$ cat config.mk
export PLATFORM = sky130hd
export DESIGN_NAME = pfs_supervisor
export DESIGN_NICKNAME = d
export VERILOG_FILES = /design/src/pfs_pkg.sv /design/src/pfs_ring_div.sv /design/src/pfs_supervisor.sv
export SDC_FILE = /design/constraint.sdc
export NUM_CORES = 1
export LEC_CHECK = 0
export BUFFER_PORTS_ARGS = -buffer_cell sky130_fd_sc_hd__buf_2
export CAP_MARGIN = 20
export CORE_MARGIN = 5
export CORE_UTILIZATION = 50
export DETAILED_ROUTE_END_ITERATION = 12
export HOLD_SLACK_MARGIN = 0.1
export MAX_ROUTING_LAYER = met4
export PLACE_DENSITY = 0.72
export SLEW_MARGIN = 20
export SYNTH_ARGS = -nofsm -noshare
export SYNTH_HDL_FRONTEND = slang
export SYNTH_SLANG_ARGS = --single-unit
$ cat constraint.sdc
create_clock -name clk -period 8.6 [get_ports clk]
set_input_delay 0.86 -clock clk [delete_from_list [all_inputs] [get_ports clk]]
set_output_delay 0.86 -clock clk [all_outputs]
set_load 0.02 [all_outputs]
$ cat src/pfs_pkg.sv
// Shared constants and state types of the power-fail and stop supervisor.
// Assumes a 20 MHz system clock and an APB register bus.
package pfs_pkg;
   localparam int          CLK_HZ           = 20000000;
   localparam int          RING_HZ          = 8000;
   localparam int          RING_DIV         = CLK_HZ / RING_HZ;
   localparam int          WARN_QUAL_NS     = 10000;
   localparam int          WARN_QUAL_CYC    = (WARN_QUAL_NS + 49) / 50;
   localparam int          XTAL_WARMUP_NS   = 100000;
   localparam int          XTAL_WARMUP_CYC  = (XTAL_WARMUP_NS + 49) / 50;
   localparam int          PIN_RELEASE_CYC  = 16;
   localparam int          PROBE_ON_TICKS   = 2;
   localparam int          PROBE_ALL_TICKS  = 3;
   localparam logic [15:0] RESTART_ADDR     = 16'h8000;
   localparam logic [11:0] OFS_CTRL         = 12'h000;
   localparam logic [11:0] OFS_STATUS       = 12'h004;
   localparam logic [11:0] OFS_MASK         = 12'h008;
   localparam logic [11:0] OFS_WAKE_PERIOD  = 12'h00C;
   localparam logic [11:0] OFS_STATE        = 12'h010;
   localparam int          CTRL_MON_OFF     = 0;
   localparam int          CTRL_STOP        = 1;
   localparam int          CTRL_PROBE_LSB   = 2;
   localparam logic [3:0]  CTRL_RESET       = 4'h1;
   localparam int          EV_WARN          = 0;
   localparam int          EV_WAKE_TIMER    = 1;
   localparam int          EV_PF_RESET      = 2;
   localparam int          EV_IO_WAKE       = 3;
   typedef enum logic [2:0] {
      PFS_POR      = 3'b000,
      PFS_WARMUP   = 3'b001,
      PFS_RUN      = 3'b010,
      PFS_STOP     = 3'b011,
      PFS_PF_WAIT  = 3'b100,
      PFS_PROBE    = 3'b101,
      PFS_EXT_RST  = 3'b110
   } pfs_state_e;
endpackage

$ cat src/pfs_ring_div.sv
// Ring-oscillator tick generator: one-cycle pulse at the 8 kHz ring rate.
// Assumes the single 20 MHz system clock.
`timescale 1ns/10ps
module pfs_ring_div
(
   input  wire logic clk,
   input  wire logic rst,
   output logic      tick
);
   typedef struct packed
   {
      logic [11:0] cnt;
      logic        tick;
   } pfs_div_s;
   pfs_div_s q;
   pfs_div_s next_q;
   always_comb
   begin
      next_q = q;
      next_q.tick = 1'b0;
      if (q.cnt == 12'(pfs_pkg::RING_DIV - 1))
      begin
         next_q.cnt = 12'h000;
         next_q.tick = 1'b1;
      end
      else
      begin
         next_q.cnt = q.cnt + 12'h001;
      end
   end
   always_ff @(posedge clk)
   begin
      if (rst)
      begin
         q <= '0;
      end
      else
      begin
         q <= next_q;
      end
   end
   assign tick = q.tick;
endmodule

$ cat src/pfs_supervisor.sv
// Power-fail and stop-mode supervisor with APB registers and one interrupt.
// Assumes comparator inputs already synchronous to clk, ring rate from a divider.
//
// Design decisions made here: the address map and register access over APB.
`timescale 1ns/10ps
module pfs_supervisor
(
   input  wire logic        clk,
   input  wire logic        rst,
   input  wire logic        psel,
   input  wire logic        penable,
   input  wire logic        pwrite,
   input  wire logic [11:0] paddr,
   input  wire logic [31:0] pwdata,
   output logic             pready,
   output logic [31:0]      prdata,
   output logic             pslverr,
   input  wire logic        below_por,
   input  wire logic        below_reset,
   input  wire logic        below_warning,
   input  wire logic        ext_reset_req,
   input  wire logic        wdt_reset_req,
   input  wire logic        io_wake,
   output logic             cpu_reset,
   output logic             cpu_halt,
   output logic [15:0]      restart_addr,
   output logic             monitor_en,
   output logic             regulator_en,
   output logic             xtal_en,
   output logic             sram_retain,
   output logic             pins_hiz,
   output logic             irq
);
   typedef struct packed
   {
      pfs_pkg::pfs_state_e st;
      logic [3:0]          ctrl;
      logic [3:0]          status;
      logic [3:0]          mask;
      logic [15:0]         wake_period;
      logic [15:0]         wake_cnt;
      logic [13:0]         tick_cnt;
      logic [12:0]         cyc_cnt;
      logic [12:0]         qual_cnt;
      logic                stop_wake;
      logic                pf_origin;
      logic                pready;
      logic [31:0]         prdata;
      logic                pslverr;
      logic                cpu_reset;
      logic                cpu_halt;
      logic [15:0]         restart_addr;
      logic                monitor_en;
      logic                regulator_en;
      logic                xtal_en;
      logic                sram_retain;
      logic                pins_hiz;
      logic                irq;
   } pfs_top_s;
   pfs_top_s q;
   pfs_top_s next_q;
   logic     ring_tick;
   pfs_ring_div pfs_ring_div_i
   (
      .clk  (clk),
      .rst  (rst),
      .tick (ring_tick)
   );
   ////////////////////////////////////////////////////////////////////////////////////////////////
   function automatic logic [13:0] probe_period(input logic [1:0] sel);
      logic [13:0] p;
      p = 14'h0000;
      unique case (sel)
         2'b00: p = 14'h0001;
         2'b01: p = 14'h0800;
         2'b10: p = 14'h1000;
         2'b11: p = 14'h2000;
      endcase
      return p;
   endfunction
   ////////////////////////////////////////////////////////////////////////////////////////////////
   logic       acc;
   logic       wr;
   logic [3:0] ev;
   logic       mon_live;
   logic       reset_src;
   always_comb
   begin
      next_q = q;
      ev = 4'h0;
      acc = psel && penable && !q.pready;
      wr = acc && pwrite;
      reset_src = ext_reset_req || wdt_reset_req;
      // Monitor may sleep in stop with the off bit set, in PFS_POR, and in PFS_PF_WAIT when the probe select is nonzero.
      mon_live = !(q.st == pfs_pkg::PFS_STOP && q.ctrl[pfs_pkg::CTRL_MON_OFF]);
      // APB: every access answers one cycle after the access phase begins.
      next_q.pready = acc;
      next_q.pslverr = 1'b0;
      next_q.prdata = 32'h0000_0000;
      if (acc)
      begin
         unique case (paddr)
            pfs_pkg::OFS_CTRL:
            begin
               next_q.prdata = {28'h0, q.ctrl};
               if (wr)
               begin
                  next_q.ctrl = pwdata[3:0];
               end
            end
            pfs_pkg::OFS_STATUS:
            begin
               next_q.prdata = {28'h0, q.status};
            end
            pfs_pkg::OFS_MASK:
            begin
               next_q.prdata = {28'h0, q.mask};
               if (wr)
               begin
                  next_q.mask = pwdata[3:0];
               end
            end
            pfs_pkg::OFS_WAKE_PERIOD:
            begin
               next_q.prdata = {16'h0, q.wake_period};
               if (wr)
               begin
                  next_q.wake_period = pwdata[15:0];
               end
            end
            pfs_pkg::OFS_STATE:
            begin
               next_q.prdata = {29'h0, q.st};
            end
            default:
            begin
               next_q.pslverr = 1'b1;
            end
         endcase
      end
      // A below-warning or below-reset level must persist for the qualify time in run, stop and warmup, so short dips raise nothing.
      if (mon_live && (below_warning || below_reset) && (q.st == pfs_pkg::PFS_RUN
          || q.st == pfs_pkg::PFS_STOP || q.st == pfs_pkg::PFS_WARMUP))
      begin
         if (q.qual_cnt < 13'(pfs_pkg::WARN_QUAL_CYC))
         begin
            next_q.qual_cnt = q.qual_cnt + 13'h0001;
         end
         else if (!below_reset)
         begin
            ev[pfs_pkg::EV_WARN] = 1'b1;
         end
      end
      else
      begin
         next_q.qual_cnt = 13'h0000;
      end
      unique case (q.st)
         pfs_pkg::PFS_POR:
         begin
            next_q.cyc_cnt = 13'h0000;
            if (!below_por)
            begin
               next_q.st = pfs_pkg::PFS_WARMUP;
            end
         end
         pfs_pkg::PFS_WARMUP:
         begin
            if (q.cyc_cnt >= 13'(pfs_pkg::XTAL_WARMUP_CYC))
            begin
               next_q.st = pfs_pkg::PFS_RUN;
               next_q.cyc_cnt = 13'h0000;
               next_q.stop_wake = 1'b0;
            end
            else
            begin
               next_q.cyc_cnt = q.cyc_cnt + 13'h0001;
            end
         end
         pfs_pkg::PFS_RUN:
         begin
            if (reset_src)
            begin
               next_q.st = pfs_pkg::PFS_EXT_RST;
            end
            else if (q.ctrl[pfs_pkg::CTRL_STOP])
            begin
               next_q.st = pfs_pkg::PFS_STOP;
               next_q.wake_cnt = 16'h0000;
            end
         end
         pfs_pkg::PFS_STOP:
         begin
            if (ring_tick)
            begin
               next_q.wake_cnt = q.wake_cnt + 16'h0001;
            end
            if (q.wake_period != 16'h0000 && q.wake_cnt >= q.wake_period)
            begin
               ev[pfs_pkg::EV_WAKE_TIMER] = 1'b1;
            end
            if (io_wake)
            begin
               ev[pfs_pkg::EV_IO_WAKE] = 1'b1;
            end
            if (ev[pfs_pkg::EV_WAKE_TIMER] || io_wake || ev[pfs_pkg::EV_WARN])
            begin
               next_q.st = pfs_pkg::PFS_WARMUP;
               next_q.ctrl[pfs_pkg::CTRL_STOP] = 1'b0;
               next_q.stop_wake = 1'b1;
               next_q.cyc_cnt = 13'h0000;
            end
         end
         pfs_pkg::PFS_EXT_RST:
         begin
            next_q.cyc_cnt = 13'h0000;
            if (!reset_src)
            begin
               next_q.st = pfs_pkg::PFS_PROBE;
            end
         end
         pfs_pkg::PFS_PF_WAIT:
         begin
            if (ring_tick)
            begin
               next_q.tick_cnt = q.tick_cnt + 14'h0001;
               if (q.tick_cnt + 14'h0001 >= probe_period(q.ctrl[3:2]))
               begin
                  next_q.st = pfs_pkg::PFS_PROBE;
                  next_q.tick_cnt = 14'h0000;
               end
            end
         end
         pfs_pkg::PFS_PROBE:
         begin
            if (q.pf_origin)
            begin
               if (below_reset)
               begin
                  next_q.st = pfs_pkg::PFS_PF_WAIT;
                  next_q.tick_cnt = 14'h0000;
               end
               else if (ring_tick)
               begin
                  next_q.tick_cnt = q.tick_cnt + 14'h0001;
                  if (q.tick_cnt + 14'h0001 >= 14'(pfs_pkg::PROBE_ALL_TICKS))
                  begin
                     next_q.st = pfs_pkg::PFS_WARMUP;
                     next_q.cyc_cnt = 13'h0000;
                  end
               end
            end
            else if (q.cyc_cnt >= 13'(pfs_pkg::PIN_RELEASE_CYC))
            begin
               next_q.st = pfs_pkg::PFS_RUN;
            end
            else
            begin
               next_q.cyc_cnt = q.cyc_cnt + 13'h0001;
            end
         end
         default:
         begin
            next_q.st = pfs_pkg::PFS_POR;
         end
      endcase
      // A qualified drop below reset threshold forces the power-fail reset.
      if ((q.st == pfs_pkg::PFS_RUN || q.st == pfs_pkg::PFS_STOP
           || (q.st == pfs_pkg::PFS_WARMUP && q.stop_wake)) && mon_live && below_reset
          && q.qual_cnt >= 13'(pfs_pkg::WARN_QUAL_CYC))
      begin
         next_q.st = pfs_pkg::PFS_PF_WAIT;
         next_q.stop_wake = 1'b0;
         next_q.tick_cnt = 14'h0000;
         next_q.pf_origin = 1'b1;
         next_q.ctrl[pfs_pkg::CTRL_STOP] = 1'b0;
         ev[pfs_pkg::EV_PF_RESET] = 1'b1;
      end
      if (q.st == pfs_pkg::PFS_EXT_RST)
      begin
         next_q.pf_origin = 1'b0;
      end
      if (below_por)
      begin
         next_q.st = pfs_pkg::PFS_POR;
         next_q.pf_origin = 1'b0;
         next_q.stop_wake = 1'b0;
      end
      // Set beats a simultaneous write-one-to-clear.
      if (wr && paddr == pfs_pkg::OFS_STATUS)
      begin
         next_q.status = q.status & ~pwdata[3:0];
      end
      next_q.status = next_q.status | ev;
      next_q.irq = |(next_q.status & q.mask);
      // Power control outputs per state.
      // A wake from stop warms the crystal with the CPU halted, never reset, so state survives.
      next_q.cpu_halt = next_q.st == pfs_pkg::PFS_STOP
                        || (next_q.st == pfs_pkg::PFS_WARMUP && next_q.stop_wake);
      next_q.cpu_reset = !(next_q.st == pfs_pkg::PFS_RUN || next_q.cpu_halt);
      next_q.pins_hiz = next_q.cpu_reset;
      next_q.regulator_en = !(next_q.st == pfs_pkg::PFS_POR || next_q.st == pfs_pkg::PFS_STOP
                              || next_q.st == pfs_pkg::PFS_PF_WAIT
                              || (next_q.st == pfs_pkg::PFS_PROBE && next_q.pf_origin));
      next_q.xtal_en = next_q.regulator_en;
      next_q.sram_retain = next_q.st == pfs_pkg::PFS_STOP || next_q.st == pfs_pkg::PFS_PF_WAIT
                           || next_q.st == pfs_pkg::PFS_PROBE;
      next_q.monitor_en = !(next_q.st == pfs_pkg::PFS_POR
                            || (next_q.st == pfs_pkg::PFS_PF_WAIT && q.ctrl[3:2] != 2'b00)
                            || (next_q.st == pfs_pkg::PFS_STOP
                                && next_q.ctrl[pfs_pkg::CTRL_MON_OFF]));
      if (q.pf_origin && next_q.st == pfs_pkg::PFS_RUN)
      begin
         next_q.restart_addr = pfs_pkg::RESTART_ADDR;
      end
   end
   ////////////////////////////////////////////////////////////////////////////////////////////////
   always_ff @(posedge clk)
   begin
      if (rst)
      begin
         q <= '0;
         q.st <= pfs_pkg::PFS_POR;
         q.ctrl <= pfs_pkg::CTRL_RESET;
         q.cpu_reset <= 1'b1;
         q.pins_hiz <= 1'b1;
      end
      else
      begin
         q <= next_q;
      end
   end
   assign pready = q.pready;
   assign prdata = q.prdata;
   assign pslverr = q.pslverr;
   assign cpu_reset = q.cpu_reset;
   assign cpu_halt = q.cpu_halt;
   assign restart_addr = q.restart_addr;
   assign monitor_en = q.monitor_en;
   assign regulator_en = q.regulator_en;
   assign xtal_en = q.xtal_en;
   assign sram_retain = q.sram_retain;
   assign pins_hiz = q.pins_hiz;
   assign irq = q.irq;
endmodule

==> flow_metrics.py <==
metrics = {
    "status": {
        "run_status": "completed",
    },
    "cells_and_area": {
        "mostFrequentLayoutCell": "dfxtp_1",
        "largest_register_ffs": 89,
        "drive_above_1_share_pct": 14.5,
        "area_growth_pct": 10.9,
        "design_area_sq_um": 7410,
        "largest_register": "q",
        "num_antenna_cells": 0,
        "leading_cell_types_in_the_layout_fill_and_taps_excluded": "dfxtp_1 (127), nor2_1 (112), buf_2 (65), nand2_1 (46), inv_1 (39)",
        "num-nets-final": 907,
    },
    "logic_synthesis": {
        "synth.top_cells.by_area": "dfxtp_1 (38%), nor2_1 (6.3%), buf_4 (5.6%)",
        "synth-main-ff-cell": "dfxtp_1",
        "post_synth.cell_area_avg_sq_um": 8.48,
        "async_flop_share_pct": 0,
        "synth_cell_types": 70,
        "synth-seq-cells": 127,
        "synth_warnings": 0,
        "synth.cell_area_sq_um": 6680,
        "post_synth_inst_count": 788,
        "yosysSeqAreaShare_pct": 38.1,
        "cell_type_with_the_highest_aggregate_area_in_the_netlist": "dfxtp_1",
        "edff_count_synth": 0,
        "synth_largest_type_area_fraction_pct": 38.1,
    },
    "floorplanning": {
        "std_cell_rows": 42,
        "die_span_in_x_um": 126,
        "floorplan.io_pins": 113,
        "fp.dieArea_sq_um": 15800,
        "core-area_sq_um": 13200,
        "initial_core_util_pct": 50.7,
        "die_height_um": 126,
    },
    "routing": {
        "avg_wl_per_cell_um": 13.3,
        "firstDrtPassIters": 5,
        "detail-route-antenna-nets": 0,
        "route.final.wire_length_um": 13400,
        "route.vias.total": 5358,
        "drc_errors": 0,
        "post_drt_via_cell_ratio": 5.29,
        "detail_route.iter0.violations": 438,
    },
    "cts": {
        "clock_buffer_count_from_cts": 17,
        "cts.reportedPaths.clkPinSlew_ns": 0.06,
        "cts_tree": "done",
        "clock_path_buffers": 2,
        "post_cts_hold_buffer_count": 0,
        "cts_resized": 0,
        "clock_latency_ns": 0.42,
        "clock_sink_count": 127,
        "cts_htree_levels": 4,
        "post_cts.repair.setup_buffers": 0,
        "cts_root_buf": "clkbuf_16",
    },
    "power": {
        "cellPowerDensity_nw_per_um2": 175,
        "max-vdd-ir-drop_v": 0.000159,
        "p_leak_uw": 0.00286,
    },
    "sta": {
        "final_layout_setup_total_negative_slack_ns": 0,
        "post-route-min-period_ns": 3.36,
        "timing_max_transition_violations_final": 0,
        "clock-skew-final_ns": 0.00601,
        "timing_worst_slew_pin_value_ns": 1.05,
        "grt_setup_unrepaired": "no",
        "final_worst_path_period_share_pct": 39.1,
        "setup_violations": 0,
        "timing.final.hold_violations": 0,
        "timing.fmax_ghz": 0.298,
        "timing.max_slew.rel_slack_pct": 29.7,
        "finalHoldWorstSlack_ns": 0.455,
    },
    "setup_path": {
        "worstSetupStartpointType": "flip-flop",
        "reg2reg_depth": 13,
        "setup.worst_path.class": "reg2reg",
        "crit_path_cell_trace": "ha_1 -> nand3_1 -> nor3_1 -> xnor2_1 -> ha_1 -> a21o_1 -> a21oi_1 -> nor2_1 -> a21oi_1 -> o31ai_4 -> nor2_2 -> nand4b_1 -> a21oi_1",
        "worst-r2r-setup-slack_ns": 5.24,
        "worstReg2RegEnd": "q[95]",
        "crit_path_end": "q[95]",
        "crit_path_frequent_cell": "a21oi_1",
        "r2r-start": "q[87]",
        "critPathSlowestCell": "dfxtp_1",
        "worstSetupPathDepth": 13,
        "critPathLaunch": "q[87]",
        "worst_setup_path_end_kind": "flip-flop",
        "worstPathArrival_ns": 3.70,
        "maximum_net_fanout_on_the_critical_path": 15,
        "timing.critical_path.required_ns": 8.94,
        "timing.critical_path.buf_inv": 0,
        "critical_path.max_stage_delay_ns": 0.46,
        "critical_path.top_delay_family": "simple AND/OR/NAND/NOR gates",
    },
    "grt": {
        "number_of_global_route_vias_before_repair": 4944,
        "grt_start_max_net_pins": 56,
        "grtUsageTotal_pct": 18.0,
        "antenna_found_initial": 0,
        "first_pass_grt_wire_length_um": 23300,
        "grt.overflow.total": 0,
    },
    "placement": {
        "number_of_i_o_port_buffers": 65,
        "placed_area_sq_um": 6860,
        "gpl.final_weighted_congestion": 0.859,
        "hpwlAfterDp_um": 9620,
    },
    "job": {
        "max-cap-violations": 0,
    },
    "min_path": {
        "hold_path.class": "reg2reg",
    },
}
==> worst min path at each step <==
stage / startpoint / endpoint / cells after the start
3_3_place_gp: pfs_ring_div_i.q[1] / pfs_ring_div_i.q[1] / 1
5_1_grt: pfs_ring_div_i.q[1] / pfs_ring_div_i.q[1] / 1
2_1_floorplan: pfs_ring_div_i.q[1] / pfs_ring_div_i.q[1] / 1
6_report: pfs_ring_div_i.q[1] / pfs_ring_div_i.q[1] / 1
3_5_place_dp: q[71] / q[71] / 1
4_1_cts: pfs_ring_div_i.q[1] / pfs_ring_div_i.q[1] / 1
==> cell families (layout without fill, tap and decap cells) <==
group / count (synthesis) / in the layout / synth area share [%]
adder cells (fa/ha/maj): 28 / 28 / 5.24
XOR/XNOR: 32 / 32 / 4.19
multiplexers: 32 / 32 / 5.56
buffers and inverters: 118 / 137 / 9.55
flip-flops: 127 / 127 / 38.1
AO/OA/AOI/OAI: 128 / 128 / 12.6
AND/OR/NAND/NOR: 322 / 322 / 24.7
other: 1 / 31 / 0.0561
==> Yosys cell counts, drive strengths merged, types with 3 or more instances <==
cell    number
a22oi        8
nand3       26
ha          28
a31oi        6
clkbuf      21
o31a         3
and2         8
nand3b       3
dfxtp      127
nand4       14
nor4b        5
nor3        18
mux4         4
o21ai       24
or2          5
a211oi       5
a21oi       40
a21o         4
and3        10
xor2        20
nor2       114
nand2b      18
nand2       46
a311oi       9
inv         39
and4         3
nor2b        8
nor4        21
mux2i       27
or3         13
xnor2       12
buf         58
nor3b        3
==> per-stage QoR <==
stage	total power (uW)	cells	util (%)	worst slack, ns
2_1_floorplan	658	818	-	5.79
3_3_place_gp	663	981	52.0	5.09
3_5_place_dp	664	981	52.0	5.10
4_1_cts	1310	1013	56.1	5.08
5_1_grt	1340	1013	56.2	4.90
6_report	1300	1013	56.2	5.24
==> area by class of cell <==
cell class	count	area (sq um)
Fill cell	1189	5780
Inverter	39	146
Multi-Input combinational cell	573	3630
Sequential cell	127	2540
Tap cell	176	220
Clock buffer	17	425
Clock inverter	15	115
Timing Repair Buffer	66	333
==> routing by layer <==
layer  GRT usage, %  vias up  routed length, um
met2           28.0      130               6120
met5              -        -                  0
met3           4.43       17                817
li1               -     2761                  -
met1           22.9     2450               6380
met4           6.25        0                138
==> power by group <==
part           leakage (uW)  switching (uW)  internal, uW
combinational       0.00159            39.4          16.9
clock              0.000244             275           369
sequential          0.00102            3.50           592
(Power assumes the default switching activity.)
